==> config.mk <==
export PLATFORM = sky130hd
export DESIGN_NAME = radio_task_event_regs
export DESIGN_NICKNAME = d
export VERILOG_FILES = /design/src/rtl/radio_task_event_pkg.sv /design/src/rtl/radio_task_event_regs.sv /design/src/rtl/event_flag_bank.sv /design/src/rtl/task_strobe.sv
export VERILOG_INCLUDE_DIRS = /design/src /design/src/rtl
export SDC_FILE = /design/constraint.sdc
export NUM_CORES = 1
export LEC_CHECK = 0
export BUFFER_PORTS_ARGS = -buffer_cell sky130_fd_sc_hd__buf_2
export CAP_MARGIN = 20
export CORE_AREA = 4 4 70 72
export DETAILED_ROUTE_END_ITERATION = 16
export DIE_AREA = 0 0 74 76
export GPL_TIMING_DRIVEN = 0
export PLACE_DENSITY_LB_ADDON = 0.05
export SLEW_MARGIN = 20
export SYNTH_ARGS = -nofsm -noshare
export SYNTH_HDL_FRONTEND = slang
export SYNTH_SLANG_ARGS = --single-unit
==> constraint.sdc <==
create_clock -name aclk -period 2.35 [get_ports aclk]
set_input_delay 0.235 -clock aclk [delete_from_list [all_inputs] [get_ports aclk]]
set_output_delay 0.235 -clock aclk [all_outputs]
set_load 0.05 [all_outputs]
==> src/rtl/radio_task_event_map.svh <==
// Behaviour
// Writing 1 at 0x02C starts channel assessment.
// Writing 1 at 0x030 halts channel assessment.
// Ramp-done flag at 0x100 sets on ramp.
// Address flag at 0x104 sets on address.
// Payload flag at 0x108 sets on payload.
// Packet-end flag at 0x10C sets on end.
// Disabled flag at 0x110 sets on disable.
// Device-hit flag at 0x114 sets on match.
// Device-miss flag at 0x118 sets on miss.
// Strength-done flag at 0x11C sets on sample.
// Bit-count flag at 0x128 sets on match.
// Checksum-good flag at 0x130 sets on pass.
// Checksum-bad flag at 0x134 sets on fail.
// Frame-length flag at 0x138 sets on length.
// Flags hold until cleared; set beats clear.
`ifndef RADIO_TASK_EVENT_MAP_SVH
`define RADIO_TASK_EVENT_MAP_SVH

`define OFS_CCA_BEGIN 12'h02C
`define OFS_CCA_HALT 12'h030
`define OFS_RAMP_DONE 12'h100
`define OFS_ADDRESS_SEEN 12'h104
`define OFS_PAYLOAD_DONE 12'h108
`define OFS_PACKET_END 12'h10C
`define OFS_RADIO_OFF 12'h110
`define OFS_DEVICE_HIT 12'h114
`define OFS_DEVICE_MISS 12'h118
`define OFS_STRENGTH_DONE 12'h11C
`define OFS_BIT_COUNT_HIT 12'h128
`define OFS_CHECKSUM_GOOD 12'h130
`define OFS_CHECKSUM_BAD 12'h134
`define OFS_FRAME_LENGTH 12'h138

`define NUM_FLAGS 12
`define SLOT_BEGIN 5'h0C
`define SLOT_HALT 5'h0D
`define SLOT_NONE 5'h1F
`define FLAG_RESET 12'h000
`define TRIGGER_BIT 0
`define RESP_OKAY 2'h0
`define RESP_SLVERR 2'h2

`endif

==> src/rtl/radio_task_event_pkg.sv <==
package radio_task_event_pkg;

	typedef enum logic [1:0]
	{
		WR_IDLE = 2'b01,
		WR_RESP = 2'b10
	} wr_state_t;

	typedef enum logic [1:0]
	{
		RD_IDLE = 2'b01,
		RD_DATA = 2'b10
	} rd_state_t;

	typedef logic [4:0] slot_t;

endpackage

==> src/rtl/radio_task_event_regs.sv <==
// Chosen here: the AXI4-Lite interface to the registers.
`timescale 1ns/1ps
`include "radio_task_event_map.svh"
module radio_task_event_regs
	import radio_task_event_pkg::*;
#(
	parameter int ADDR_W = 12
)
(
	input wire logic aclk,
	input wire logic aresetn,
	input wire logic ce,
	input wire logic [ADDR_W-1:0] awaddr,
	input wire logic [2:0] awprot,
	input wire logic awvalid,
	output logic awready,
	input wire logic [31:0] wdata,
	input wire logic [3:0] wstrb,
	input wire logic wvalid,
	output logic wready,
	output logic [1:0] bresp,
	output logic bvalid,
	input wire logic bready,
	input wire logic [ADDR_W-1:0] araddr,
	input wire logic [2:0] arprot,
	input wire logic arvalid,
	output logic arready,
	output logic [31:0] rdata,
	output logic [1:0] rresp,
	output logic rvalid,
	input wire logic rready,
	input wire logic ev_ramp_done,
	input wire logic ev_address_seen,
	input wire logic ev_payload_done,
	input wire logic ev_packet_end,
	input wire logic ev_radio_off,
	input wire logic ev_device_hit,
	input wire logic ev_device_miss,
	input wire logic ev_strength_done,
	input wire logic ev_bit_count_hit,
	input wire logic ev_checksum_good,
	input wire logic ev_checksum_bad,
	input wire logic ev_frame_length,
	output logic cca_begin_pulse,
	output logic cca_halt_pulse
);

	// ************************************************************
	// Address decode
	// ************************************************************

	// Maps a word address onto a flag index, a trigger slot or none.
	// The two low address bits are ignored, so an unaligned address aliases its word.
	function automatic slot_t slot_of(input logic [ADDR_W-1:0] a);
		logic [11:0] w;
		w = {a[11:2], 2'b00};
		case (w)
			`OFS_RAMP_DONE: slot_of = 5'h00;
			`OFS_ADDRESS_SEEN: slot_of = 5'h01;
			`OFS_PAYLOAD_DONE: slot_of = 5'h02;
			`OFS_PACKET_END: slot_of = 5'h03;
			`OFS_RADIO_OFF: slot_of = 5'h04;
			`OFS_DEVICE_HIT: slot_of = 5'h05;
			`OFS_DEVICE_MISS: slot_of = 5'h06;
			`OFS_STRENGTH_DONE: slot_of = 5'h07;
			`OFS_BIT_COUNT_HIT: slot_of = 5'h08;
			`OFS_CHECKSUM_GOOD: slot_of = 5'h09;
			`OFS_CHECKSUM_BAD: slot_of = 5'h0A;
			`OFS_FRAME_LENGTH: slot_of = 5'h0B;
			`OFS_CCA_BEGIN: slot_of = `SLOT_BEGIN;
			`OFS_CCA_HALT: slot_of = `SLOT_HALT;
			default: slot_of = `SLOT_NONE;
		endcase
	endfunction

	// ************************************************************
	// Write channel
	// ************************************************************

	wr_state_t wr_state_q;
	logic wr_fire;
	slot_t wr_slot;
	logic [1:0] bresp_q;
	logic [`NUM_FLAGS-1:0] clear_mask;
	logic [1:0] trig_fire;
	logic [`NUM_FLAGS-1:0] ev_vec;
	logic [`NUM_FLAGS-1:0] flags_q;
	logic [1:0] pulse_vec;

	// Address and data are taken together; this keeps one write in flight
	// and avoids holding registers for a lone address or lone data beat.
	assign awready = ce && (wr_state_q == WR_IDLE) && awvalid && wvalid;
	assign wready = awready;
	assign wr_fire = awready;
	assign wr_slot = slot_of(awaddr);
	assign bvalid = (wr_state_q == WR_RESP);
	assign bresp = bresp_q;

	always_ff @(posedge aclk)
	begin
		if (!aresetn)
			wr_state_q <= WR_IDLE;
		else if (ce)
		begin
			case (wr_state_q)
				WR_IDLE:
					if (wr_fire)
						wr_state_q <= WR_RESP;
				WR_RESP:
					if (bready)
						wr_state_q <= WR_IDLE;
				default:
					wr_state_q <= WR_IDLE;
			endcase
		end
	end

	always_ff @(posedge aclk)
	begin
		if (!aresetn)
			bresp_q <= `RESP_OKAY;
		else if (ce && wr_fire)
			bresp_q <= (wr_slot == `SLOT_NONE) ? `RESP_SLVERR : `RESP_OKAY;
	end

	// Writing 0 into bit 0 of a flag clears it; writing 1 is ignored.
	always_comb
	begin
		clear_mask = '0;
		if (wr_fire && wstrb[0] && !wdata[0] && wr_slot < 5'(`NUM_FLAGS))
			clear_mask[wr_slot[3:0]] = 1'b1;
	end

	// Triggers fire only on a written 1; a written 0 does nothing.
	always_comb
	begin
		trig_fire = 2'b00;
		if (wr_fire && wstrb[0] && wdata[`TRIGGER_BIT])
		begin
			trig_fire[0] = (wr_slot == `SLOT_BEGIN);
			trig_fire[1] = (wr_slot == `SLOT_HALT);
		end
	end

	task_strobe #(
		.N(2)
	) task_strobe_inst (
		.aclk(aclk),
		.aresetn(aresetn),
		.ce(ce),
		.fire(trig_fire),
		.pulse_q(pulse_vec)
	);

	// Bit 0 carries the begin trigger and bit 1 the halt trigger.
	assign cca_begin_pulse = pulse_vec[0];
	assign cca_halt_pulse = pulse_vec[1];

	// ************************************************************
	// Event flags
	// ************************************************************

	// Events are taken only while the enable is high; a pulse during a freeze is lost.
	assign ev_vec = {ev_frame_length, ev_checksum_bad, ev_checksum_good, ev_bit_count_hit,
		ev_strength_done, ev_device_miss, ev_device_hit, ev_radio_off,
		ev_packet_end, ev_payload_done, ev_address_seen, ev_ramp_done};

	event_flag_bank #(
		.N(`NUM_FLAGS)
	) event_flag_bank_inst (
		.aclk(aclk),
		.aresetn(aresetn),
		.ce(ce),
		.set_pulse(ev_vec),
		.clear_mask(clear_mask),
		.flags_q(flags_q)
	);

	// ************************************************************
	// Read channel
	// ************************************************************

	rd_state_t rd_state_q;
	slot_t rd_slot;
	logic [31:0] rdata_q;
	logic [1:0] rresp_q;

	assign arready = ce && (rd_state_q == RD_IDLE);
	assign rvalid = (rd_state_q == RD_DATA);
	assign rdata = rdata_q;
	assign rresp = rresp_q;
	assign rd_slot = slot_of(araddr);

	always_ff @(posedge aclk)
	begin
		if (!aresetn)
			rd_state_q <= RD_IDLE;
		else if (ce)
		begin
			case (rd_state_q)
				RD_IDLE:
					if (arvalid)
						rd_state_q <= RD_DATA;
				RD_DATA:
					if (rready)
						rd_state_q <= RD_IDLE;
				default:
					rd_state_q <= RD_IDLE;
			endcase
		end
	end

	// Triggers read as zero; unmapped words read zero with an error.
	always_ff @(posedge aclk)
	begin
		if (!aresetn)
		begin
			rdata_q <= 32'h00000000;
			rresp_q <= `RESP_OKAY;
		end
		else if (arready && arvalid)
		begin
			rdata_q <= 32'h00000000;
			rresp_q <= `RESP_OKAY;
			if (rd_slot < 5'(`NUM_FLAGS))
				rdata_q[0] <= flags_q[rd_slot[3:0]];
			else if (rd_slot == `SLOT_NONE)
				rresp_q <= `RESP_SLVERR;
		end
	end

	// ************************************************************
	// Checks
	// ************************************************************

	property p_set(ev, fl);
		@(posedge aclk) disable iff (!aresetn) (ce && ev) |=> fl;
	endproperty

	a_begin_strobe:
	assert property (@(posedge aclk) disable iff (!aresetn)
		(wr_fire && awaddr == `OFS_CCA_BEGIN && wstrb[0] && wdata[0]) |=> cca_begin_pulse)
	else $error("begin trigger write gave no pulse");

	a_halt_strobe:
	assert property (@(posedge aclk) disable iff (!aresetn)
		(cca_halt_pulse && ce) |=> !cca_halt_pulse || $past(trig_fire[1]))
	else $error("halt pulse stretched without a write");

	a_halt_cause:
	assert property (@(posedge aclk) disable iff (!aresetn)
		$rose(cca_halt_pulse) |-> $past(wr_fire) && $past(awaddr) == `OFS_CCA_HALT)
	else $error("halt pulse without halt write");

	a_ramp_set:
	assert property (p_set(ev_ramp_done, flags_q[0])) else $error("ramp flag not set");
	a_address_set:
	assert property (p_set(ev_address_seen, flags_q[1])) else $error("address flag not set");
	a_payload_set:
	assert property (p_set(ev_payload_done, flags_q[2])) else $error("payload flag not set");
	a_end_set:
	assert property (p_set(ev_packet_end, flags_q[3])) else $error("end flag not set");
	a_off_set:
	assert property (p_set(ev_radio_off, flags_q[4])) else $error("off flag not set");
	a_hit_set:
	assert property (p_set(ev_device_hit, flags_q[5])) else $error("hit flag not set");
	a_miss_set:
	assert property (p_set(ev_device_miss, flags_q[6])) else $error("miss flag not set");
	a_strength_set:
	assert property (p_set(ev_strength_done, flags_q[7])) else $error("strength flag not set");
	a_count_set:
	assert property (p_set(ev_bit_count_hit, flags_q[8])) else $error("count flag not set");
	a_good_set:
	assert property (p_set(ev_checksum_good, flags_q[9])) else $error("good flag not set");
	a_bad_set:
	assert property (p_set(ev_checksum_bad, flags_q[10])) else $error("bad flag not set");
	a_frame_set:
	assert property (p_set(ev_frame_length, flags_q[11])) else $error("frame flag not set");

	a_flag_holds:
	assert property (@(posedge aclk) disable iff (!aresetn)
		(flags_q[3] && !clear_mask[3]) |=> flags_q[3])
	else $error("end flag dropped without a clear");

	a_clear_effect:
	assert property (@(posedge aclk) disable iff (!aresetn)
		(ce && clear_mask[0] && !ev_vec[0]) |=> !flags_q[0])
	else $error("ramp flag survived a clear");

	a_read_flag:
	assert property (@(posedge aclk) disable iff (!aresetn)
		(arready && arvalid && araddr == `OFS_BIT_COUNT_HIT) |=> rvalid && rdata == {31'h0, $past(flags_q[8])})
	else $error("bit count flag read wrong");

	a_begin_single:
	assert property (@(posedge aclk) disable iff (!aresetn)
		(cca_begin_pulse && ce) |=> !cca_begin_pulse || $past(trig_fire[0]))
	else $error("begin pulse stretched without a write");

	a_begin_cause:
	assert property (@(posedge aclk) disable iff (!aresetn)
		$rose(cca_begin_pulse) |-> $past(wr_fire) && $past(awaddr) == `OFS_CCA_BEGIN && $past(wdata[0]))
	else $error("begin pulse without begin write");

	a_zero_ignored:
	assert property (@(posedge aclk) disable iff (!aresetn)
		(wr_fire && awaddr == `OFS_CCA_BEGIN && !wdata[0]) |=> !cca_begin_pulse)
	else $error("begin pulse after a written zero");

	a_halt_fires:
	assert property (@(posedge aclk) disable iff (!aresetn)
		(wr_fire && awaddr == `OFS_CCA_HALT && wstrb[0] && wdata[0]) |=> cca_halt_pulse)
	else $error("halt trigger write gave no pulse");

	a_trigger_reads_zero:
	assert property (@(posedge aclk) disable iff (!aresetn)
		(arready && arvalid && araddr == `OFS_CCA_HALT) |=> rvalid && rdata == 32'h00000000)
	else $error("halt trigger read not zero");

	a_set_wins:
	assert property (@(posedge aclk) disable iff (!aresetn)
		(ce && clear_mask[3] && ev_vec[3]) |=> flags_q[3])
	else $error("clear beat a coinciding event");

	// Reset is not gated by the enable, so this check carries no disable clause.
	a_reset_state:
	assert property (@(posedge aclk)
		!aresetn |=> flags_q == `FLAG_RESET && !cca_begin_pulse && !cca_halt_pulse && !bvalid && !rvalid)
	else $error("state not cleared by reset");

	// A low enable must hold every flag and strobe where it stands.
	a_enable_freeze:
	assert property (@(posedge aclk) disable iff (!aresetn)
		(!ce && aresetn) |=> $stable(flags_q) && $stable(cca_begin_pulse) && $stable(cca_halt_pulse))
	else $error("state moved while the enable was low");

	a_write_answer:
	assert property (@(posedge aclk) disable iff (!aresetn)
		wr_fire |=> bvalid)
	else $error("write got no response");

	c_begin_write: cover property (@(posedge aclk) disable iff (!aresetn) cca_begin_pulse);
	c_clear_race: cover property (@(posedge aclk) disable iff (!aresetn) ce && clear_mask[3] && ev_vec[3]);
	c_flag_read: cover property (@(posedge aclk) disable iff (!aresetn) rvalid && rready && rdata[0]);
	c_bad_addr: cover property (@(posedge aclk) disable iff (!aresetn) bvalid && bresp == `RESP_SLVERR);
	c_frozen_event: cover property (@(posedge aclk) disable iff (!aresetn) !ce && ev_vec[2]);

endmodule

==> src/rtl/event_flag_bank.sv <==
`timescale 1ns/1ps
module event_flag_bank
	import radio_task_event_pkg::*;
#(
	parameter int N = 12
)
(
	input wire logic aclk,
	input wire logic aresetn,
	input wire logic ce,
	input wire logic [N-1:0] set_pulse,
	input wire logic [N-1:0] clear_mask,
	output logic [N-1:0] flags_q
);

	// A set in the same cycle as a clear is kept, so no event is lost.
	always_ff @(posedge aclk)
	begin
		if (!aresetn)
			flags_q <= '0;
		else if (ce)
			flags_q <= (flags_q & ~clear_mask) | set_pulse;
	end

endmodule

==> src/rtl/task_strobe.sv <==
`timescale 1ns/1ps
module task_strobe
	import radio_task_event_pkg::*;
#(
	parameter int N = 2
)
(
	input wire logic aclk,
	input wire logic aresetn,
	input wire logic ce,
	input wire logic [N-1:0] fire,
	output logic [N-1:0] pulse_q
);

	// Each trigger leaves as a single registered cycle toward the datapath.
	always_ff @(posedge aclk)
	begin
		if (!aresetn)
			pulse_q <= '0;
		else if (ce)
			pulse_q <= fire;
	end

endmodule

==> results of run 1 <==
-- worst min path at each step --
| stage | from | end | slack (ns) | cells past startpoint |
|---|---|---|---|---|
| 4_1_cts | ev_ramp_done | event_flag_bank_inst.flags_q[0] | 0.22 | 3 |
| 6_report | ev_ramp_done | event_flag_bank_inst.flags_q[0] | 0.22 | 3 |
| 3_3_place_gp | event_flag_bank_inst.flags_q[7] | event_flag_bank_inst.flags_q[7] | 0.47 | 2 |
| 3_5_place_dp | task_strobe_inst.pulse_q[0] | task_strobe_inst.pulse_q[0] | 0.47 | 2 |
| 5_1_grt | ev_radio_off | event_flag_bank_inst.flags_q[4] | 0.23 | 3 |
| 2_1_floorplan | aresetn | rresp[1] | 0.37 | 2 |
-- where the power goes --
part           internal (mW)  switching [mW]
Combinational          0.117           0.232
Clock                  0.120           0.105
Sequential             0.376          0.0127
-- state kept, by name, summed over array words and instances (netlist names) --
signal                        cells
rd_state_q                        2
event_flag_bank_inst.flags_q     12
wr_state_q                        2
rdata                             1
task_strobe_inst.pulse_q          2
bresp                             1
rresp                             1
-- kinds of logic (layout without fill, tap and decap cells) --
logic type | Yosys count | in the layout
simple gates | 87 | 87
compound gates | 63 | 63
buf+inv | 49 | 101
flops | 21 | 21
other cells | 1 | 33
xor+xnor | 1 | 1
mux | 1 | 1
-- cell type report --
type	count	area, µm²
fill	457	2110
multi-input combinational	185	1100
sequential	21	420
buffer	44	295
timing repair buffer	48	240
tap	52	65.1
clock buffer	4	45.0
inverter	5	18.8
-- cell usage in the layout, fill, tap and decap left out, types with 2 or more instances in the layout --
| cell type | Yosys | final |
|---|---|---|
| a21boi_0 | 2 | 2 |
| a21boi_1 | 6 | 6 |
| a21oi_1 | 8 | 8 |
| a22oi_1 | 6 | 6 |
| a311oi_1 | 2 | 2 |
| a31oi_1 | 4 | 4 |
| and2_0 | 2 | 2 |
| and3b_1 | 2 | 2 |
| buf_2 | 2 | 50 |
| buf_4 | 34 | 34 |
| clkbuf_1 | 7 | 8 |
| clkbuf_8 | 0 | 3 |
| conb_1 | 1 | 33 |
| dfxtp_1 | 21 | 21 |
| inv_1 | 5 | 5 |
| nand2_1 | 27 | 27 |
| nand2b_1 | 8 | 8 |
| nand3_1 | 8 | 8 |
| nand3b_1 | 4 | 4 |
| nor2_1 | 7 | 7 |
| nor2b_1 | 14 | 14 |
| nor3_1 | 2 | 2 |
| o211ai_1 | 2 | 2 |
| o21ai_0 | 13 | 13 |
| o21ai_1 | 5 | 5 |
| or4_4 | 3 | 3 |
-- worst max-delay path, stage by stage --
cell and delay, ns:
buf_2 0.10, or4_4 0.52, or3b_4 0.44, or4_4 0.53, o21ai_1 0.14, a21boi_1 0.07
-- per-stage QoR --
| step | util, % | total power, mW | instance area [µm²] | std cells |
|---|---|---|---|---|
| finish | 50.9 | 0.963 | 2190 | 359 |
| global route | 50.9 | 1.02 | 2190 | 359 |
| CTS | 50.9 | 0.972 | 2190 | 359 |
| detailed placement | 49.9 | 0.745 | 2140 | 355 |
| global placement | 49.9 | 0.743 | 2140 | 355 |
| floorplan | - | 0.673 | 1840 | 255 |
-- layer usage --
layer	part of all wire, %	up-vias	global-route usage [%]
met5	0	-	0
met4	0.67	0	3.26
met3	6.0	2	1.85
met2	49	54	26.2
met1	44	721	18.5
li1	-	893	-
==> impl_results.md, run 1 <==
* Antenna diode count at 0
* Nets@finish at 394
* Syn Inst Count at roughly 220
* Pre-CTS WS at between 0.15 and 0.2 ns
* Final period utilization at 80.6%
* Iter 0 DRT Violations at 59
* Syn-to-layout area delta at 27.4%
* Post-CTS Hold Buffers at 0
* Fmax at approximately 530 MHz
* Post-cts resize count at 0
* Yosys warns at 0
* Crit path launch: awaddr[6]
* Simple-gate share of the synthesized area at between 20% and 30%
* Post-synth top flop: dfxtp_1
* Vias in the first global route at 1579
* Synth top area share at 24.5%
* Crit start category: input port
* Seq cells post-synth at 21
* Clk root buf: clkbuf_8
* Multiplexer area fraction after synthesis at 0.584%
* Syn Area/Cell at 7.69 µm²
* Synth area leaders: dfxtp_1 (25%), buf_4 (15%), nand2_1 (5.9%)
* DRC at 0
* Clk_skew at 0.00222 ns
* Outcome: finished clean
* Power Dens Cells at 441 nW/µm²
* Core Box Area at 4290 µm²
* Clk_lat worst skew at 0.25 ns
* Num rows at 24
* R2r setup slk at 0.72 ns
* CP max FO at 4
* Leakage at between 1 and 1.5 nW
* Worst-Margin Slew at 0.542 ns
* Worst Setup End Kind: register
* Fin. Hold Viols at 0
* Reg2Reg Depth at 5
* Clock sink count at 21
* Max Slew Vio Count at 0
* Crit path to: event_flag_bank_inst.flags_q[8]
* Final Setup Violations at 0
* Gr ovfl total at 0
* Count leader, synth: buf_4
* Largest net degree at the start of global routing at 12
* Proportion of layout cells with a drive suffix above 1 at 31.9%
* First-pass GRT wire length at 6800 µm
* CTS buffer count at 3
* Worst Hold Class: input port to register
* Main combinational cell family by area after synthesis: simple AND/OR/NAND/NOR gates
* TritonCTS clock tree: built
* Crit path kind: input port to register
* Synth area leader: dfxtp_1
* Gpl congestion at 0.842
* Final WS setup at between 0.4 and 0.5 ns
* Library cells used by synthesis at 53
* Antenna-violating nets left at 0
* Hold_ws at 0.221 ns
* RSZ-0062 raised after global routing: false
* Vias post-DR at 1670
* Setup TNS at 0 ns
* Post-synth top cells: buf_4 (34), nand2_1 (27), dfxtp_1 (21), nor2b_1 (14), o21ai_0 (13)
* Routed wire per std cell at 11.6 µm
* Worst VDD drop at around 0.19 mV
* Max-Cap Viols at 0
* WP data required at 2.50 ns
* Gr usage total at between 10% and 20%
* Cell area after synthesis at around 1700 µm²
* Via density at 4.65
* Post-synthesis xor/xnor area fraction at less than 1%
* DIE AREA at ~5600 µm²
* DIE WIDTH at 74 µm
* Compound-Gate Fraction of Synth Area at 26.5%
* Starting Density at between 30% and 40%
* Port Buffer Count at 48
* Post-CTS Setup Bufs at 0
* Critical register-to-register path startpoint: wr_state_q[1]
* Clock tree buffer depth at 2
* Synth Area in Adders at 0%
* Die H at 76 µm
* Synth async-reset ratio at 0%
* Min cycle time layout at 1.89 ns
* Seq/Total Area, Yosys at about a quarter
* Clk slew on worst S/H paths at 0.07 ns
* Worst reg2reg endpoint: event_flag_bank_inst.flags_q[8]
* TritonRoute pass-1 iters at 4
* Max_slew headroom at 63.5%
* Total Routed Length at 4170 µm
* Post-synth EDFFs at 0
* H-tree levels at 1
* Crit path DAT at 2.04 ns
* Hpwl dp at ~3500 µm
* IO Count at 129
* Initial antenna violation count at 0
Power figures use the tool's default switching activity.
==> run 2: changes to the inputs <==
Settings changed: ABC_AREA from default to 1, CORE_AREA 4 4 70 72 to 4 4 75 77, DIE_AREA 0 0 74 76 to 0 0 79 81.
Clock period 2.35 ns to 1.6 ns, I/O delays scaled along.
==> run 2 against run 1 <==
The flow now finishes with violations (negative setup slack). First-iteration DRC count fell by 27%. Sequential share of layout area decreased by 2.3 points. Power is 52% higher. Die area grew 14%. Setup slack got worse by 0.46 ns. Non-clock buffer count rose by 6. Core utilization down 1.1 points. Combinational power increased by 55%. Synthesized cell count increased by 26%. Final cell count increased by 24%. Critical endpoint is now event_flag_bank_inst.flags_q[10]. Largest power group unchanged.
==> impl_results.md, run 2 <==
* Crit path max-delay cell type: or2_4
* Antenna-violating nets left at 0 (unchanged)
* Commonest non-fill, non-tap cell in the layout: nand2_1
* TritonRoute pass-1 iters at 4 (unchanged)
* Most flop-heavy register: event_flag_bank_inst.flags_q
* Iter 0 DRT Violations at 43 (-27%)
* Port Buffer Count at 50 (+4.2%)
* Count leader, synth: nand2_1
* Largest net degree at the start of global routing at 12 (unchanged)
* First-pass GRT wire length at 6870 µm (+0.91%)
* Post-CTS Hold Buffers at 0 (unchanged)
* Antenna diode count at 0 (unchanged)
* Via density at 4.22 (-9.3%)
* Seq/Total Area, Yosys at 23.3% (-1.2 points)
* Syn Inst Count at 280 (+26%)
* Synth area leaders: dfxtp_1 (23%), buf_4 (14%), nand2_1 (11%)
* DIE AREA at 6400 µm² (+14%)
* Cell area after synthesis at 1800 µm² (+5.1%)
* Clk_skew at 0.000878 ns (-0.00134 ns)
* Worst VDD drop at 0.282 mV (+52%)
* Area occupied by multi-input gates at 1150 µm² (+4.1%)
* WP data required at 1.72 ns (-0.78 ns)
* Seq. cell area at 422 µm² (+0.30%)
* Seq cells post-synth at 21 (unchanged)
* Initial antenna violation count at 0 (unchanged)
* DP Area at 2270 µm² (+6.3%)
* Max-Cap Viols at 0 (unchanged)
* Synth area leader: dfxtp_1
* Num rows at 26 (+8.3%)
* RSZ-0062 raised after global routing: true
* Max Slew Vio Count at 0 (unchanged)
* Gr usage total at 12.9% (-1.8 points)
* Die H at 81 µm (+6.6%)
* Vias in the first global route at 1688 (+6.9%)
* Crit path kind: input port to register
* Total Routed Length at 4390 µm (+5.4%)
* Routed wire per std cell at 9.89 µm (-15%)
* Buf/Inv on CP at 4 (+3)
* Violated checks: negative setup slack
* Pre-CTS WS at -0.289 ns (-0.459 ns)
* Nets@finish at 461 (+17%)
* Placed cell count at 432 (+22%)
* Clk root buf: clkbuf_8
* Library cells used by synthesis at 30 (-43%)
* Post-synth top flop: dfxtp_1
* Worst Hold Class: input port to register
* Clock sink count at 21 (unchanged)
* Final WS setup at -0.000228 ns (-0.457 ns)
* Non-Filler Instances at 444 (+24%)
* TritonCTS clock tree: built
* Critical register-to-register path startpoint: wr_state_q[0]
* DIE WIDTH at 79 µm (+6.8%)
* Core Box Area at 5010 µm² (+17%)
* Delay-heaviest family, CP: simple AND/OR/NAND/NOR gates
* Hold Crit Start: aresetn
* Fmax at about 620 MHz
* Post-synth top cells: nand2_1 (55), inv_1 (38), buf_4 (34), nor2_1 (32), dfxtp_1 (21)
* Power Dens Cells at 586 nW/µm² (+33%)
* H-tree levels at 1 (unchanged)
* Post-synth EDFFs at 0 (unchanged)
* Gr ovfl total at 0 (unchanged)
* IO Count at 129 (unchanged)
* Most frequent cells in the layout: nand2_1 (54), buf_2 (49), buf_4 (41)
* Filler cell count at 556 (+22%)
* Synth async-reset ratio at 0% (unchanged)
* Largest stage delay, worst path at 0.25 ns (-0.28 ns)
* Proportion of layout cells with a drive suffix above 1 at 36.6% (+4.7 points)
* Final Setup Violations at 1 (+1)
* Synth top area share at 23.3% (-1.2 points)
* Crit start category: input port
* DRC at 0 (unchanged)
* Worst Setup End Kind: register
* CTS buffer count at 3 (unchanged)
* Gpl congestion at 0.846 (+0.50%)
* Min cycle time layout at 1.60 ns
* Syn Area/Cell at 6.44 µm² (-16%)
* Final period utilization at 100%
* Vias post-DR at 1873 (+12%)
* Crit path launch: awaddr[7]
* Final instance area at 2490 µm² (+14%)
* CP max FO at 6 (+2)
* Clock tree buffer depth at 2 (unchanged)
* Leakage at 1.34 nW (+32%)
* Hpwl dp at 3680 µm (+4.7%)
* Clk_lat worst skew at 0.25 ns (about the same)
* Largest register FFs at 12 (unchanged)
* Crit path cell chain: buf_6 > or2_4 > nor3_4 > buf_6 > nand4_4 > nand2_2 > nor2_1 > nand2_1 > nor2_2 > inv_2 > nand4_4 > clkbuf_16 > o21ai_2 > a21oi_1
* Starting Density at 36.0% (-4.0 points)
* Yosys warns at 0 (unchanged)
* Syn-to-layout area delta at 38.3%
* Fin. Hold Viols at 0 (unchanged)
* Crit path DAT at 1.72 ns (-0.32 ns)
* Outcome: finished with violations
* Clk slew on worst S/H paths at 0.07 ns (about the same)
==> run 2: cell types whose count changed after synthesis, sizes merged, moves of 4 or more <==
cell / change
nand2b: -8
nand4: +17
nand3: +11
a21oi: +12
nand2: +30
nor3: +4
a22oi: -6
a21boi: -8
nor2b: -14
nor2: +27
inv: +35
==> run 2: metal layers <==
| layer | part of all wire (%) | vias up | GRT usage (%) |
|---|---|---|---|
| li1 | - | 1026 | - |
| met1 | 45 | 798 | 16.1 |
| met5 | 0 | - | 0 |
| met4 | 0.82 | 0 | 3.26 |
| met2 | 50 | 45 | 24.2 |
| met3 | 4.9 | 4 | 0.776 |
==> run 2: area by class of cell <==
class | count | area share, %
well taps | 70 | 3.51
flip-flops and latches | 21 | 16.9
multi-input cells | 211 | 46.0
plain buffers | 40 | 12.3
inverters | 40 | 6.12
clock buffers | 4 | 1.81
repair buffers | 58 | 13.4
==> run 2: worst paths after layout <==
check	endpoint	cells after the start	slack [ns]
worst max-delay path	event_flag_bank_inst.flags_q[10]	14	-0.0002
worst max register to register	event_flag_bank_inst.flags_q[10]	10	0.04
worst min register to register	event_flag_bank_inst.flags_q[10]	2	0.46
worst min-delay path	rd_state_q[0]	2	0.15
==> run 2: through the flow <==
stage	setup TNS (ns)	util [%]	power [mW]	hold WS, ns
2_1_floorplan	0	-	1.01	0.229
3_3_place_gp	-3.18	45.4	1.11	0.405
3_5_place_dp	-3.27	45.4	1.11	0.413
4_1_cts	0	46.5	1.46	0.141
5_1_grt	-0.987	49.8	1.55	0.153
6_report	-0.000228	49.8	1.46	0.146
==> run 2: power breakdown <==
part	total, mW	internal, mW	switching, mW	leakage [nW]
Sequential	0.582	0.558	0.0244	0.173
Clock	0.338	0.177	0.161	0.0228
Combinational	0.542	0.172	0.370	1.14
==> run 2: what timing repair did <==
item | CTS | global route
gates resized for setup | 2 | 20
setup endpoints to repair | 9 | 14
setup buffers | 1 | 6
cloned | 0 | 1
pin swaps | 0 | 4
==> run 2: cells by family (layout without fill, tap and decap cells) <==
logic type / after synthesis / in the layout / share of synthesized area [%]
compound gates: 41 / 41 / 14.4
buf+inv: 80 / 142 / 25.1
flops: 21 / 21 / 23.3
other cells: 1 / 33 / 0.208
simple gates: 137 / 137 / 36.9
==> run 3: changes to the inputs <==
Settings changed: RECOVER_POWER from default to 50.
==> run 3 against run 2 <==
Largest power group unchanged. Power fell by 0.10%. Sequential share of layout area barely moved. Hold slack barely moved. The flow still finishes with violations (negative setup slack). Critical path depth did not move. First-iteration DRC count did not move. Fmax did not move.
==> impl_results.md, run 3 (synthesis results as in run 2) <==
* CTS buffer count at 3 (unchanged)
* Filler cell count at 558 (+0.36%)
* Clk_lat worst skew at 0.25 ns (about the same)
* TritonRoute pass-1 iters at 4 (unchanged)
* Final instance area at 2490 µm² (-0.25%)
* Total Routed Length at 4380 µm (-0.18%)
* Leakage at 1.32 nW (-1.6%)
* Gpl congestion at 0.846 (unchanged)
* Worst-Margin Slew at between 0.6 and 0.7 ns
* Setup TNS at -0.000228 ns (unchanged)
* Clock tree buffer depth at 2 (unchanged)
* Post-CTS Hold Buffers at 0 (unchanged)
* Most flop-heavy register: event_flag_bank_inst.flags_q
* Violated checks: negative setup slack
* Crit path kind: input port to register
* Min cycle time layout at 1.60 ns (unchanged)
* R2r setup slk at 0.04 ns (about the same)
* Syn-to-layout area delta at 38.0%
* Final Setup Violations at 1 (unchanged)
* Hold endpoint: rd_state_q[0]
* Gr usage total at 12.9% (unchanged)
* Fmax at 625 MHz (unchanged)
* Crit path DAT at 1.72 ns (about the same)
* Fin. Hold Viols at 0 (unchanged)
* DRC at 0 (unchanged)
* RSZ-0062 raised after global routing: true
* Proportion of layout cells with a drive suffix above 1 at 35.3% (-1.3 points)
* Most frequent cells in the layout: nand2_1 (54), buf_2 (44), buf_4 (41)
* Commonest non-fill, non-tap cell in the layout: nand2_1
* Vias in the first global route at 1688 (unchanged)
* Initial antenna violation count at 0 (unchanged)
* DIE AREA at 6400 µm² (unchanged)
* Min-Delay Path Depth at 2 (unchanged)
* Via density at 4.23 (+0.16%)
* Vias post-DR at 1876 (+0.16%)
* Iter 0 DRT Violations at 43 (unchanged)
* Worst VDD drop at 0.282 mV (-0.11%)
* Worst reg2reg endpoint: event_flag_bank_inst.flags_q[10]
* Final period utilization at 100% (unchanged)
* Core Box Area at 5010 µm² (unchanged)
* TritonCTS clock tree: built
* Gr ovfl total at 0 (unchanged)
* Area occupied by multi-input gates at 1150 µm² (unchanged)
* Hpwl dp at 3680 µm (unchanged)
* Port Buffer Count at 50 (unchanged)
* Power Dens Cells at 587 nW/µm² (+0.15%)
* DIE WIDTH at 79 µm (unchanged)
* H-tree levels at 1 (unchanged)
* Placed cell count at 432 (unchanged)
* Max_slew headroom at 58.8%
* Worst Hold Class: input port to register
* Largest register FFs at 12 (unchanged)
* Reg2Reg Depth at 10 (unchanged)
* Seq. cell area at 422 µm² (unchanged)
* Starting Density at 36.0% (unchanged)
* Worst Setup End Kind: register
* Max-Cap Viols at 0 (unchanged)
* Non-Filler Instances at 444 (unchanged)
* Antenna diode count at 0 (unchanged)
* DP Area at 2270 µm² (unchanged)
* Clock sink count at 21 (unchanged)
* Routed wire per std cell at 9.87 µm (-0.18%)
* Largest net degree at the start of global routing at 12 (unchanged)
* Clk root buf: clkbuf_8
* Final WS setup at -0.000228 ns (unchanged)
* Clk_skew at 0.000912 ns (+0.0000341 ns)
* Nets@finish at 461 (unchanged)
* IO Count at 129 (unchanged)
* Crit start category: input port
* Clk slew on worst S/H paths at 0.07 ns (about the same)
* Critical register-to-register path startpoint: wr_state_q[0]
* WP data required at 1.72 ns (about the same)
* Max Slew Vio Count at 0 (unchanged)
* Outcome: finished with violations
* Antenna-violating nets left at 0 (unchanged)
* Die H at 81 µm (unchanged)
* Hold Crit Start: aresetn
* CP max FO at 6 (unchanged)
* Num rows at 26 (unchanged)
* First-pass GRT wire length at 6870 µm (unchanged)
run 3: layout make-up:
class,instances,share of cell area [%]
buffer,40,12.3
multi-input combinational,211,46.1
timing repair buffer,58,13.2
sequential,21,17.0
inverter,40,6.14
tap,70,3.52
clock buffer,4,1.81
run 3: worst max-delay path by stage:
stage	start	end	slack (ns)	cells past startpoint
after floorplan	awaddr[7]	event_flag_bank_inst.flags_q[11]	0.03	12
after global placement	awaddr[7]	event_flag_bank_inst.flags_q[11]	-0.29	13
after detailed placement	awaddr[11]	event_flag_bank_inst.flags_q[11]	-0.29	12
after CTS	awaddr[7]	event_flag_bank_inst.flags_q[11]	0.002	13
after global routing	awaddr[6]	event_flag_bank_inst.flags_q[0]	-0.12	14
final	awaddr[7]	event_flag_bank_inst.flags_q[10]	-0.0002	14
run 3: worst max-delay path, cell delays in order:
cell and delay [ns]:
buf_6 0.09, or2_4 0.25, nor3_4 0.16, buf_6 0.17, nand4_4 0.09, nand2_2 0.09, nor2_1 0.04, nand2_1 0.06
nor2_2 0.04, inv_2 0.07, nand4_4 0.15, clkbuf_16 0.20, o21ai_2 0.10, a21oi_1 0.06
run 3: metrics by stage:
stage | hold slack, ns | setup slack (ns) | util (%) | total power, mW
floorplan | 0.229 | 0.0270 | - | 1.01
global placement | 0.405 | -0.285 | 45.4 | 1.11
detailed placement | 0.413 | -0.289 | 45.4 | 1.11
CTS | 0.141 | 0.00205 | 46.5 | 1.46
global route | 0.153 | -0.117 | 49.7 | 1.55
finish | 0.145 | -0.000228 | 49.7 | 1.46
run 3: repair_timing:
action / 4_1_cts / 5_1_grt
cloned: 0 / 1
buffers inserted: 1 / 6
setup endpoints to repair: 9 / 14
gates resized for setup: 2 / 20
pin swaps: 0 / 4
run 3: routing by layer:
| layer | global-route usage (%) | share of wire, % | up-vias |
|---|---|---|---|
| met1 | 16.1 | 45 | 798 |
| met5 | 0 | 0 | - |
| met2 | 24.2 | 50 | 47 |
| li1 | - | - | 1027 |
| met3 | 0.776 | 4.9 | 4 |
| met4 | 3.26 | 0.82 | 0 |
run 3: where the power goes:
part | switching [mW] | internal, mW
Combinational | 0.369 | 0.171
Sequential | 0.0245 | 0.558
Clock | 0.161 | 0.177
